$ cat src/rtl/t1rx_pkg.sv
package t1rx_pkg;
  // bus map, byte addresses
  localparam logic [4:0] REG_CTRL = 5'h00;
  localparam logic [4:0] REG_LEVEL = 5'h04;
  localparam logic [4:0] REG_DETECT = 5'h08;
  localparam logic [4:0] REG_RECOVER = 5'h0C;
  localparam logic [4:0] REG_LIMIT2 = 5'h10;
  localparam logic [4:0] REG_STATUS = 5'h14;
  localparam logic [4:0] REG_EVENTS = 5'h18;
  localparam logic [4:0] REG_CVC = 5'h1C;
  // reset values
  localparam logic [9:0] CTRL_RST = 10'h100;
  localparam logic [2:0] LEVEL_RST = 3'h0;
  localparam logic [7:0] DETECT_RST = 8'h0F;
  localparam logic [7:0] RECOVER_RST = 8'h0F;
  localparam logic [7:0] LIMIT2_RST = 8'h00;
  // field positions
  localparam int SECOND_LIMIT_REGISTER_CONSEC_BIT = 0;
  localparam int EV_LOS_BIT = 0;
  localparam int EV_CHG_BIT = 1;
  // timing
  localparam int CLK_PERIOD_NS = 20;
  localparam longint CLK_HZ = 50000000;
  localparam longint DCO_OUT_HZ = 16384000;
  localparam int SYNC_IDLE_NS = 4000;
  localparam logic [7:0] SYNC_IDLE_CYCLES =
    8'((SYNC_IDLE_NS + CLK_PERIOD_NS - 1) / CLK_PERIOD_NS);
  localparam logic [31:0] DCO_NOM_INC = 32'((64'(DCO_OUT_HZ) << 32) / 64'(CLK_HZ));
  localparam logic [31:0] DCO_STEP = 32'h0000_2000;
  localparam logic [31:0] DCO_PULL = 32'h0040_0000;
  localparam logic [8:0] LINE_FRAME_LAST = 9'h0C0;
  localparam logic [8:0] SYNC1544_LAST = 9'h0C0;
  localparam logic [8:0] SYNC2048_LAST = 9'h0FF;
  localparam logic [12:0] LOS_DETECT_MAX = 13'h1000;
  localparam logic [11:0] AIS_WINDOW_LAST = 12'h7FF;
  localparam logic [7:0] AIS_ZERO_LIMIT = 8'h03;
  localparam int JA_DEPTH = 288;
  localparam logic [8:0] JA_LAST = 9'h11F;
  localparam logic [8:0] JA_HALF = 9'h090;
  // line symbols
  localparam logic [1:0] SYM_ZERO = 2'h0;
  localparam logic [1:0] SYM_POS = 2'h1;
  localparam logic [1:0] SYM_NEG = 2'h2;

  typedef struct packed {
    logic los_irq_mask;
    logic equalizer_enable;
    logic remote_loop;
    logic jitter_attenuator_enable;
    logic status_change_irq_enable;
    logic oscillator_clock_select;
    logic master_select;
    logic b8zs_select;
    logic receive_code_select;
    logic digital_receive_select;
  } t1rx_ctrl_type;

  typedef struct packed {
    logic read;
    logic write;
    logic [4:0] address;
    logic [31:0] writedata;
  } t1rx_avm_req_type;

  typedef enum logic [1:0] {LOS_CLEAR = 2'b01, LOS_ACTIVE = 2'b10} t1rx_los_state_type;
  typedef enum logic [2:0] {
    SRC_FREE = 3'b001, SRC_SYNC = 3'b010, SRC_LINE = 3'b100
  } t1rx_clk_src_type;
endpackage

$ cat src/rtl/t1rx_front_end.sv
`timescale 1ns/1ns
module t1rx_front_end (
  input wire logic sys_clk_i,
  input wire logic reset_n_i,
  input wire t1rx_pkg::t1rx_avm_req_type avs_req_i,
  output logic [31:0] avs_readdata_o,
  output logic avs_waitrequest_o,
  input wire logic analog_line_in_a_i,
  input wire logic analog_line_in_b_i,
  input wire logic [2:0] analog_pulse_level_i,
  input wire logic rail_in_positive_i,
  input wire logic rail_in_negative_i,
  input wire logic line_bit_strobe_i,
  input wire logic optical_data_in_i,
  input wire logic optical_receive_clock_in_i,
  input wire logic sync_in_i,
  input wire logic tx_data_i,
  input wire logic tx_bit_strobe_i,
  output logic rx_data_o,
  output logic rx_data_valid_o,
  output logic route_clock_o,
  output logic los_o,
  output logic ais_o,
  output logic los_irq_o,
  output logic equalizer_enable_o,
  output logic clk16_en_o,
  output logic clk8_en_o,
  output logic clk4_en_o,
  output logic clk2_en_o,
  output logic frame_8k_o,
  output logic tx_line_data_o
);
  import t1rx_pkg::*;

  typedef struct packed {
    t1rx_ctrl_type ctrl;
    logic [2:0] level;
    logic [7:0] detect;
    logic [7:0] recover;
    logic [7:0] limit2;
    logic waitreq;
    logic [31:0] rdata;
    logic opt_clk_q;
    logic sym_en;
    logic sym_pos;
    logic sym_neg;
    logic sym_opt;
    logic rx_data;
    logic rx_valid;
    logic [2:0] route_div;
    logic route_clk;
    logic [15:0] cvc;
    logic [1:0] events;
    logic los_q;
    logic irq;
    logic [11:0] ais_win;
    logic [7:0] ais_zeros;
    logic ais;
    t1rx_clk_src_type src;
    logic sync_q;
    logic [7:0] sync_idle;
    logic [8:0] ref_cnt;
    logic ref_tick;
    logic [31:0] dco_acc;
    logic [31:0] dco_inc;
    logic [2:0] div;
    logic [7:0] ph;
    logic clk16;
    logic clk8;
    logic clk4;
    logic clk2;
    logic fr8k;
    logic [JA_DEPTH-1:0] ja_mem;
    logic [8:0] wp;
    logic [8:0] rp;
    logic [8:0] fill;
    logic tx_data;
  } t1rx_st_type;

  t1rx_st_type s, n;
  logic dec_valid, dec_data, dec_cv, los;
  logic req, taken, opt_mode, above, sync_rise, ja_active, ja_wr, ja_rd;
  logic [32:0] dco_sum;
  logic [8:0] ref_last;

  // bipolar stream only reaches the decoder outside optical mode
  t1rx_decoder u_decoder (
    .sys_clk_i(sys_clk_i),
    .reset_n_i(reset_n_i),
    .sym_en_i(s.sym_en & ~s.sym_opt),
    .sym_pos_i(s.sym_pos),
    .sym_neg_i(s.sym_neg),
    .b8zs_select_i(s.ctrl.b8zs_select),
    .data_valid_o(dec_valid),
    .data_o(dec_data),
    .code_violation_o(dec_cv)
  );

  t1rx_los u_los (
    .sys_clk_i(sys_clk_i),
    .reset_n_i(reset_n_i),
    .sym_en_i(s.sym_en),
    .pulse_i(s.sym_pos | s.sym_neg),
    .detect_count_i(s.detect),
    .recover_count_i(s.recover),
    .limit2_i(s.limit2),
    .los_o(los)
  );

  // wrap-around increment for the jitter buffer pointers
  function automatic logic [8:0] ja_next(input logic [8:0] p);
    ja_next = (p == JA_LAST) ? 9'h000 : p + 9'h001;
  endfunction

  always_comb begin
    n = s;
    // register bus: first cycle latches read data, second cycle commits
    req = avs_req_i.read | avs_req_i.write;
    taken = req & ~s.waitreq;
    n.waitreq = ~(req & s.waitreq);
    if (req && s.waitreq) begin
      n.rdata = 32'h0000_0000;
      if (avs_req_i.address == REG_CTRL) begin
        n.rdata[9:0] = s.ctrl;
      end else if (avs_req_i.address == REG_LEVEL) begin
        n.rdata[2:0] = s.level;
      end else if (avs_req_i.address == REG_DETECT) begin
        n.rdata[7:0] = s.detect;
      end else if (avs_req_i.address == REG_RECOVER) begin
        n.rdata[7:0] = s.recover;
      end else if (avs_req_i.address == REG_LIMIT2) begin
        n.rdata[7:0] = s.limit2;
      end else if (avs_req_i.address == REG_STATUS) begin
        n.rdata[5:0] = {s.src, ja_active, s.ais, s.los_q};
      end else if (avs_req_i.address == REG_EVENTS) begin
        n.rdata[1:0] = s.events;
      end else if (avs_req_i.address == REG_CVC) begin
        n.rdata[15:0] = s.cvc;
      end
    end
    if (taken && avs_req_i.write) begin
      if (avs_req_i.address == REG_CTRL) begin
        n.ctrl = t1rx_ctrl_type'(avs_req_i.writedata[9:0]);
      end else if (avs_req_i.address == REG_LEVEL) begin
        n.level = avs_req_i.writedata[2:0];
      end else if (avs_req_i.address == REG_DETECT) begin
        n.detect = avs_req_i.writedata[7:0];
      end else if (avs_req_i.address == REG_RECOVER) begin
        n.recover = avs_req_i.writedata[7:0];
      end else if (avs_req_i.address == REG_LIMIT2) begin
        n.limit2 = avs_req_i.writedata[7:0];
      end
    end

    // input selection and bit strobe
    opt_mode = s.ctrl.digital_receive_select & ~s.ctrl.receive_code_select;
    above = analog_pulse_level_i >= s.level;
    n.opt_clk_q = optical_receive_clock_in_i;
    n.sym_opt = opt_mode;
    if (opt_mode) begin
      n.sym_en = s.opt_clk_q & ~optical_receive_clock_in_i;
      n.sym_pos = optical_data_in_i;
      n.sym_neg = 1'b0;
    end else if (s.ctrl.digital_receive_select) begin
      n.sym_en = line_bit_strobe_i;
      n.sym_pos = rail_in_positive_i;
      n.sym_neg = rail_in_negative_i;
    end else begin
      n.sym_en = line_bit_strobe_i;
      n.sym_pos = analog_line_in_a_i & above;
      n.sym_neg = analog_line_in_b_i & above;
    end

    // received data: optical is plain NRZ, the rest comes decoded
    if (s.sym_opt) begin
      n.rx_valid = s.sym_en;
      n.rx_data = s.sym_pos;
    end else begin
      n.rx_valid = dec_valid;
      n.rx_data = dec_data;
    end

    // read takes off what it returned, so a count after the latch survives
    if (taken && avs_req_i.read && avs_req_i.address == REG_CVC) begin
      n.cvc = s.cvc - s.rdata[15:0];
    end
    if (dec_cv && n.cvc != 16'hFFFF) begin
      n.cvc = n.cvc + 16'h0001;
    end

    // loss events: sticky, cleared by read, set wins over clear
    n.los_q = los;
    if (taken && avs_req_i.read && avs_req_i.address == REG_EVENTS) begin
      n.events = s.events & ~s.rdata[1:0];
    end
    if (los && !s.los_q) begin
      n.events[EV_LOS_BIT] = 1'b1;
    end
    if (los != s.los_q) begin
      n.events[EV_CHG_BIT] = 1'b1;
    end
    n.irq = (n.events[EV_LOS_BIT] & ~s.ctrl.los_irq_mask) |
      (n.events[EV_CHG_BIT] & s.ctrl.status_change_irq_enable);

    // blue alarm: too few zeros in a window of received bits
    if (s.rx_valid) begin
      n.ais_win = s.ais_win + 12'h001;
      if (!s.rx_data && s.ais_zeros != 8'hFF) begin
        n.ais_zeros = s.ais_zeros + 8'h01;
      end
      if (s.ais_win == AIS_WINDOW_LAST) begin
        n.ais = n.ais_zeros < AIS_ZERO_LIMIT;
        n.ais_win = 12'h000;
        n.ais_zeros = 8'h00;
      end
    end

    // route clock follows the line, divides the system clock by 8 when lost
    n.route_div = s.route_div + 3'h1;
    if (los) begin
      n.route_clk = n.route_div[2];
    end else if (s.sym_en) begin
      n.route_clk = 1'b1;
      n.route_div = 3'h0;
    end else if (s.route_div == 3'h3) begin
      n.route_clk = 1'b0;
    end

    // sync input counts as grounded after a quiet spell
    sync_rise = sync_in_i & ~s.sync_q;
    n.sync_q = sync_in_i;
    if (sync_rise) begin
      n.sync_idle = 8'h00;
    end else if (s.sync_idle != SYNC_IDLE_CYCLES) begin
      n.sync_idle = s.sync_idle + 8'h01;
    end

    // clock source: line in slave mode, but loss falls back to master
    if (!s.ctrl.master_select && !los) begin
      n.src = SRC_LINE;
    end else if (s.sync_idle != SYNC_IDLE_CYCLES) begin
      n.src = SRC_SYNC;
    end else begin
      n.src = SRC_FREE;
    end

    // 8 kHz reference: 193 line bits, or sync divided per its rate
    if (s.src == SRC_LINE) begin
      ref_last = LINE_FRAME_LAST;
    end else if (s.ctrl.oscillator_clock_select) begin
      ref_last = SYNC2048_LAST;
    end else begin
      ref_last = SYNC1544_LAST;
    end
    n.ref_tick = 1'b0;
    if ((s.src == SRC_LINE && s.sym_en) || (s.src == SRC_SYNC && sync_rise)) begin
      if (s.ref_cnt >= ref_last) begin
        n.ref_cnt = 9'h000;
        n.ref_tick = 1'b1;
      end else begin
        n.ref_cnt = s.ref_cnt + 9'h001;
      end
    end

    // phase accumulator at 16.384 MHz, divided to the lower clocks
    dco_sum = {1'b0, s.dco_acc} + {1'b0, s.dco_inc};
    n.dco_acc = dco_sum[31:0];
    n.clk16 = dco_sum[32];
    n.clk8 = dco_sum[32] & s.div[0];
    n.clk4 = dco_sum[32] & (&s.div[1:0]);
    n.clk2 = dco_sum[32] & (&s.div);
    n.fr8k = n.clk2 & (&s.ph);
    if (dco_sum[32]) begin
      n.div = s.div + 3'h1;
    end
    if (n.clk2) begin
      n.ph = s.ph + 8'h01;
    end
    // bang-bang lock; the pull limit keeps a bad reference from running away
    if (s.src == SRC_FREE) begin
      n.dco_inc = DCO_NOM_INC;
    end else if (s.ref_tick) begin
      if (s.ph[7] && s.dco_inc < DCO_NOM_INC + DCO_PULL) begin
        n.dco_inc = s.dco_inc + DCO_STEP;
      end else if (!s.ph[7] && s.dco_inc > DCO_NOM_INC - DCO_PULL) begin
        n.dco_inc = s.dco_inc - DCO_STEP;
      end
    end

    // jitter buffer: received bits in, transmit strobe out, kept half full
    ja_active = s.ctrl.jitter_attenuator_enable & s.ctrl.remote_loop;
    ja_wr = ja_active & s.rx_valid;
    ja_rd = ja_active & tx_bit_strobe_i;
    if (!ja_active) begin
      n.wp = JA_HALF;
      n.rp = 9'h000;
      n.fill = JA_HALF;
      if (tx_bit_strobe_i) begin
        n.tx_data = tx_data_i;
      end
    end else begin
      if (ja_wr) begin
        n.ja_mem[s.wp] = s.rx_data;
        n.wp = ja_next(s.wp);
      end
      if (ja_rd) begin
        n.tx_data = s.ja_mem[s.rp];
        n.rp = ja_next(s.rp);
      end
      if (ja_wr && !ja_rd) begin
        n.fill = s.fill + 9'h001;
      end else if (ja_rd && !ja_wr) begin
        n.fill = s.fill - 9'h001;
      end
      // slip by recentring rather than losing pointer order
      if ((ja_wr && !ja_rd && s.fill == JA_LAST) || (ja_rd && !ja_wr && s.fill == 9'h001)) begin
        n.rp = (n.wp >= JA_HALF) ? n.wp - JA_HALF : n.wp + JA_HALF;
        n.fill = JA_HALF;
      end
    end
  end

  // single state register
  always_ff @(posedge sys_clk_i or negedge reset_n_i) begin
    if (!reset_n_i) begin
      s <= '0;
      s.ctrl <= t1rx_ctrl_type'(CTRL_RST);
      s.level <= LEVEL_RST;
      s.detect <= DETECT_RST;
      s.recover <= RECOVER_RST;
      s.limit2 <= LIMIT2_RST;
      s.waitreq <= 1'b1;
      s.src <= SRC_FREE;
      s.dco_inc <= DCO_NOM_INC;
      s.wp <= JA_HALF;
      s.fill <= JA_HALF;
    end else begin
      s <= n;
    end
  end

  // outputs straight from the state register
  assign avs_readdata_o = s.rdata;
  assign avs_waitrequest_o = s.waitreq;
  assign rx_data_o = s.rx_data;
  assign rx_data_valid_o = s.rx_valid;
  assign route_clock_o = s.route_clk;
  assign los_o = s.los_q;
  assign ais_o = s.ais;
  assign los_irq_o = s.irq;
  assign equalizer_enable_o = s.ctrl.equalizer_enable;
  assign clk16_en_o = s.clk16;
  assign clk8_en_o = s.clk8;
  assign clk4_en_o = s.clk4;
  assign clk2_en_o = s.clk2;
  assign frame_8k_o = s.fr8k;
  assign tx_line_data_o = s.tx_data;
endmodule

$ cat src/rtl/t1rx_decoder.sv
`timescale 1ns/1ns
module t1rx_decoder (
  input wire logic sys_clk_i,
  input wire logic reset_n_i,
  input wire logic sym_en_i,
  input wire logic sym_pos_i,
  input wire logic sym_neg_i,
  input wire logic b8zs_select_i,
  output logic data_valid_o,
  output logic data_o,
  output logic code_violation_o
);
  import t1rx_pkg::*;

  typedef struct packed {
    logic [7:0][1:0] win;
    logic [7:0] cvw;
    logic last_neg;
    logic out_neg;
    logic valid;
    logic data;
    logic cv;
  } t1rx_dec_st_type;

  t1rx_dec_st_type s, n;
  logic [1:0] sym;

  // substitution 000VB0VB relative to the pulse before the window
  function automatic logic b8zs_hit(input logic [7:0][1:0] w, input logic p_neg);
    logic [1:0] same;
    logic [1:0] opp;
    same = p_neg ? SYM_NEG : SYM_POS;
    opp = p_neg ? SYM_POS : SYM_NEG;
    b8zs_hit = (w[7] == SYM_ZERO) && (w[6] == SYM_ZERO) && (w[5] == SYM_ZERO) &&
      (w[4] == same) && (w[3] == opp) && (w[2] == SYM_ZERO) &&
      (w[1] == opp) && (w[0] == same);
  endfunction

  // eight-symbol delay lets a whole substitution be undone before output
  always_comb begin
    n = s;
    sym = SYM_ZERO;
    n.valid = 1'b0;
    n.cv = 1'b0;
    if (sym_en_i) begin
      if (sym_pos_i && !sym_neg_i) begin
        sym = SYM_POS;
      end else if (sym_neg_i && !sym_pos_i) begin
        sym = SYM_NEG;
      end
      n.valid = 1'b1;
      n.data = s.win[7] != SYM_ZERO;
      n.cv = s.cvw[7];
      if (s.win[7] != SYM_ZERO) begin
        n.out_neg = s.win[7] == SYM_NEG;
      end
      n.win = {s.win[6:0], sym};
      // same polarity twice, or both rails at once, is a bipolar violation
      n.cvw = {s.cvw[6:0], ((sym != SYM_ZERO) && ((sym == SYM_NEG) == s.last_neg)) ||
        (sym_pos_i && sym_neg_i)};
      if (sym != SYM_ZERO) begin
        n.last_neg = sym == SYM_NEG;
      end
      if (b8zs_select_i && b8zs_hit(n.win, n.out_neg)) begin
        n.win = '0;
        n.cvw = '0;
      end
    end
  end

  always_ff @(posedge sys_clk_i or negedge reset_n_i) begin
    if (!reset_n_i) begin
      s <= '0;
    end else begin
      s <= n;
    end
  end

  assign data_valid_o = s.valid;
  assign data_o = s.data;
  assign code_violation_o = s.cv;
endmodule

$ cat src/rtl/t1rx_los.sv
`timescale 1ns/1ns
module t1rx_los (
  input wire logic sys_clk_i,
  input wire logic reset_n_i,
  input wire logic sym_en_i,
  input wire logic pulse_i,
  input wire logic [7:0] detect_count_i,
  input wire logic [7:0] recover_count_i,
  input wire logic [7:0] limit2_i,
  output logic los_o
);
  import t1rx_pkg::*;

  typedef struct packed {
    t1rx_los_state_type state;
    logic [12:0] cnt;
    logic [7:0] rec;
  } t1rx_los_st_type;

  t1rx_los_st_type s, n;
  logic [12:0] limit;
  logic [7:0] need;

  // zero detect count means the top of the range, zero recover count means one pulse
  always_comb begin
    n = s;
    limit = (detect_count_i == 8'h00) ? LOS_DETECT_MAX : {1'b0, detect_count_i, 4'h0};
    need = (recover_count_i == 8'h00) ? 8'h01 : recover_count_i;
    case (s.state)
      LOS_CLEAR: begin
        if (sym_en_i) begin
          if (pulse_i) begin
            n.cnt = '0;
          end else begin
            n.cnt = s.cnt + 13'h0001;
            if (n.cnt >= limit) begin
              n.state = LOS_ACTIVE;
              n.rec = '0;
            end
          end
        end
      end
      LOS_ACTIVE: begin
        if (sym_en_i) begin
          if (pulse_i) begin
            n.rec = s.rec + 8'h01;
            if (n.rec >= need) begin
              n.state = LOS_CLEAR;
              n.cnt = '0;
            end
          end else if (limit2_i[SECOND_LIMIT_REGISTER_CONSEC_BIT]) begin
            n.rec = '0;
          end
        end
      end
      default: begin
        n.state = LOS_CLEAR;
      end
    endcase
  end

  always_ff @(posedge sys_clk_i or negedge reset_n_i) begin
    if (!reset_n_i) begin
      s <= '{state: LOS_CLEAR, cnt: '0, rec: '0};
    end else begin
      s <= n;
    end
  end

  assign los_o = s.state == LOS_ACTIVE;
endmodule

$ cat config.mk
export PLATFORM = sky130hd
export DESIGN_NAME = t1rx_front_end
export DESIGN_NICKNAME = d
export VERILOG_FILES = /design/src/rtl/t1rx_pkg.sv /design/src/rtl/t1rx_front_end.sv /design/src/rtl/t1rx_decoder.sv /design/src/rtl/t1rx_los.sv
export SDC_FILE = /design/constraint.sdc
export NUM_CORES = 1
export LEC_CHECK = 0
export BUFFER_PORTS_ARGS = -buffer_cell sky130_fd_sc_hd__buf_2
export CAP_MARGIN = 25
export CORE_ASPECT_RATIO = 0.8
export CORE_MARGIN = 3
export CORE_UTILIZATION = 53
export DETAILED_ROUTE_END_ITERATION = 10
export GPL_ROUTABILITY_DRIVEN = 0
export PLACE_DENSITY = 0.8
export SLEW_MARGIN = 20
export SYNTH_ARGS = -nofsm -noshare
export SYNTH_HDL_FRONTEND = slang
export SYNTH_SLANG_ARGS = --single-unit
export TNS_END_PERCENT = 5
$ cat constraint.sdc
create_clock -name sys_clk_i -period 6.5 [get_ports sys_clk_i]
set_input_delay 1.3 -clock sys_clk_i [delete_from_list [all_inputs] [get_ports sys_clk_i]]
set_output_delay 1.3 -clock sys_clk_i [all_outputs]
set_load 0.02 [all_outputs]
==> metrics.md <==
| Metric | Value |
|---|---|
| Outcome | completed |
| Worst Hold Class | flip-flop to flip-flop |
| Count of warnings emitted by yosys | 0 |
| Synthesized netlist cell count | 3145 |
| Max-cap viol count | 0 |
| Startpoint types | input port |
| Clock Tree Buf Depth | 3 |
| Post-route ant nets | 0 |
| Synth unique cells | 88 |
| Critical Path RT | 7.01 ns |
| Nets | approximately 3300 |
| Multiplexer share of the synthesized area | 12.6% |
| TritonCTS Buffers | 56 |
| Number of global-route vias before repair | 23246 |
| Main synth FF type | dfrtp_1 |
| Via density | 6.24 |
| Chip Width | 276 um |
| P&R area growth vs syn | 9.33% |
| First-pass DRT Iterations | 5 |
| Synthesized flop and latch total | 564 |
| Syn avg cell area | 9.86 um^2 |
| Number of remaining DRC errors | 0 |
| Fmax | 227 MHz |
| Most used routing layer | met1 |
| First-pass GRT wire length | 125 mm |
| XOR/XNOR Fraction of Synth Area | 3.19% |
| Crit path kind | input port to flip-flop |
| Area of the multi-input gates | 15600 um^2 |
| I/O pin cnt | 100 |
| Largest net degree at the start of global routing | 157 |
| Vias | roughly 24000 |
| Met2 Use GR | between 30% and 40% |
| Synth Area in Compound Gates | 12.2% |
| Max VDD drop | around 0.24 mV |
| Initial antenna violation count | 1 |
| Critical Path Slowest Stage Cell | or3b_1 |
| Final Core Density | 59.2% |
| Fin. max-slew vios | 0 |
| Post-synthesis sequential area ratio | 45.6% |
| Clock period minus final worst setup slack | 4.41 ns |
| Adder-cell area share of the yosys netlist | around 4.8% |
| Post-Synth Simple-Gate Area | between 10% and 20% |
| Leakage power | between 15 and 20 nW |
| Clock latency on the worst-skew pair | 0.63 ns |
| Core Region | ~57000 um^2 |
| Cell Count Post-Placement | 3796 |
| PD cells | 275 nW/um^2 |
| Final setup violation count | 0 |
| CTS tree | built |
| Grt ovf | 0 |
| Port Buf Inserts | 61 |
| Period utilisation layout | 67.9% |
| DIE AREA | 61500 um^2 |
| CTS Hold Buffers Added | 0 |
| Setup TNS | 0 ns |
| CP max FO | 20 |
| Skew final | 0.0335 ns |
| WP data arrival | 4.92 ns |
| RSZ-0062 raised after global routing | no |
| Die H | 222 um |
| Clock transition at path regs | 0.06 ns |
| Final wirelength | just under 80 mm |
| Clock sinks | 564 |
| Post-CTS setup buffers | 0 |
| Combinational family with the most area after synthesis | simple AND/OR/NAND/NOR gates |
| Final std cells w/o fill | 3908 |
| Post-CTS Resized | 0 |
| Buf/Inv on CP | 1 |
| GRT met1 Usage | 37.1% |
| Final Hold Fails | 0 |
| FILL cells | 4581 |
| Post-synth ARST share | 100% |
| Worst slew pin tran | 1.15 ns |
| Antenna Cells | 0 |
| Initial Utilization | 54.1% |
| Slew headroom | 23.4% |
| Largest stage delay, worst path | roughly 0.55 ns |
| Synthesized area | 31000 um^2 |
| Layout cell share with drive strength beyond 1 | 15.2% |
| Initial DRC Count | slightly above 3000 |
| EDFF count, synth | 0 |
| WL/cell | 19.8 um |
| CTS root buffer | clkbuf_16 |
| FP Rows | 78 |
| Critical Path Sink Type | flip-flop |
| H-tree depth | 2 |
| Overall routing resource usage | about a quarter |
| CP Cell Sequence | buf_2, or3b_1, or3_4, o21ai_0, ha_1, nand2_1, nor3_1, and4_4, o2111a_1, nand2b_4, mux2_1 |
| GR Util met3 | 5.41% |
| Register Area | 14200 um^2 |
| Largest delay share family, worst path | simple AND/OR/NAND/NOR gates |
| HPWL after detailed placement | approximately 48 mm |
per-layer routing:
metal | wire length (um) | up-vias
met5 | 20 | -
met4 | 2210 | 2
met3 | 7460 | 186
met2 | 33600 | 1158
met1 | 34100 | 12000
li1 | - | 11033
placed cells by master, fill, tap and decap left out, types with 33 or more instances in the layout:
master,instances
ha_1,113
nand3_1,256
mux2_2,134
a21o_1,34
mux4_2,93
inv_1,100
buf_2,60
a21oi_1,98
nor3_1,48
xnor2_1,68
clkbuf_16,57
xor2_1,45
and3_1,37
dfrtp_1,534
o21ai_0,296
nand2_1,419
nor2b_1,33
nor2_1,226
layout make-up:
cell class | count | share of cell area, %
sequential | 564 | 41.7
clock buffer | 77 | 4.78
tap | 760 | 2.80
clock inverter | 28 | 1.41
inverter | 101 | 1.12
timing repair buffer | 94 | 2.03
multi-input combinational | 2284 | 46.1
sequential cells by signal, summed over array words and instances, names as in the netlist, 16 cells and up:
| signal | flops |
|---|---|
| avs_readdata_o | 16 |
| s | 482 |
| u_decoder.s | 26 |
| u_los.s | 23 |
worst register-to-register path: stages (launching register included):
cell and delay, ns:
dfstp_2 0.64, or2_2 0.15, a31oi_1 0.09, o21ai_0 0.22, a21oi_1 0.11, o21a_1 0.27
inv_1 0.51, ha_1 0.39, nor2b_1 0.16, o31a_1 0.28, o31ai_1 0.33, a211oi_1 0.17
nor2_1 0.12, a21oi_1 0.10, a31o_2 0.28, or4_1 0.39, a31oi_1 0.13
synth_stat cells (4+ instances only):
cell | number | share of area, %
dfrtp_1 | 537 | 43
nand2_1 | 419 | 5.1
o21ai_0 | 297 | 4.8
nand3_1 | 256 | 4.1
nor2_1 | 226 | 2.7
clkbuf_1 | 159 | 1.9
mux2_2 | 134 | 4.9
ha_1 | 113 | 4.6
inv_1 | 100 | 1.2
a21oi_1 | 98 | 1.6
mux4_2 | 93 | 6.8
xnor2_1 | 68 | 1.9
nor3_1 | 50 | 0.81
xor2_1 | 45 | 1.3
and3_1 | 37 | 0.75
a21o_1 | 34 | 0.82
nor2b_1 | 33 | 0.67
buf_4 | 32 | 0.77
a22o_1 | 30 | 0.85
mux2i_1 | 29 | 0.94
dfstp_2 | 27 | 2.3
and2_1 | 25 | 0.50
nand4_1 | 23 | 0.46
a31oi_1 | 20 | 0.40
nand2b_1 | 19 | 0.38
o21a_1 | 18 | 0.44
a211oi_1 | 17 | 0.41
nor4_1 | 16 | 0.32
a22oi_1 | 13 | 0.31
or3_1 | 13 | 0.26
buf_2 | 11 | 0.18
o211ai_1 | 11 | 0.27
nand3b_1 | 8 | 0.19
nor3b_1 | 7 | 0.17
a31o_2 | 6 | 0.17
and4_1 | 6 | 0.17
buf_1 | 6 | 0.073
nor4b_1 | 6 | 0.17
o21bai_1 | 6 | 0.15
o22ai_1 | 6 | 0.12
or2_2 | 6 | 0.12
o31ai_1 | 5 | 0.12
a21boi_0 | 4 | 0.097
o31a_1 | 4 | 0.11
metrics by stage:
stage	setup slack (ns)	power [mW]	hold WS [ns]	cell area, um^2
final	2.09	9.32	0.432	33900
after global routing	1.82	9.75	0.448	33900
after CTS	2.07	9.32	0.431	33800
after detailed placement	1.51	5.64	0.423	31700
after global placement	1.53	5.61	0.422	31700
after floorplan	2.12	5.22	0.410	31100
final timing paths:
| kind | startpoint | end | slack [ns] | cells past startpoint |
|---|---|---|---|---|
| worst min register to register | s[460] | s[460] | 0.43 | 1 |
| worst min-delay path | s[460] | s[460] | 0.43 | 1 |
| min in group asynchronous | reset_n_i | s[392] | 0.73 | 1 |
| max in group asynchronous | reset_n_i | rx_data_o | 4.39 | 2 |
| worst max-delay path | avs_req_i[36] | s[444] | 2.09 | 11 |
| worst max register to register | s[342] | s[363] | 2.10 | 16 |
power breakdown:
group / leakage (nW) / internal, mW / switching, mW
Sequential: 7.63 / 3.77 / 0.288
Clock: 1.04 / 2.23 / 1.45
Combinational: 7.46 / 0.610 / 0.970
cell families after synthesis:
logic type | Yosys count
other | 1
AND/OR/NAND/NOR | 1165
multiplexers | 257
flip-flops | 564
AO/OA/AOI/OAI | 617
adder cells (fa/ha/maj) | 116
XOR/XNOR | 113
buffers and inverters | 312
(Power assumes the default switching activity.)
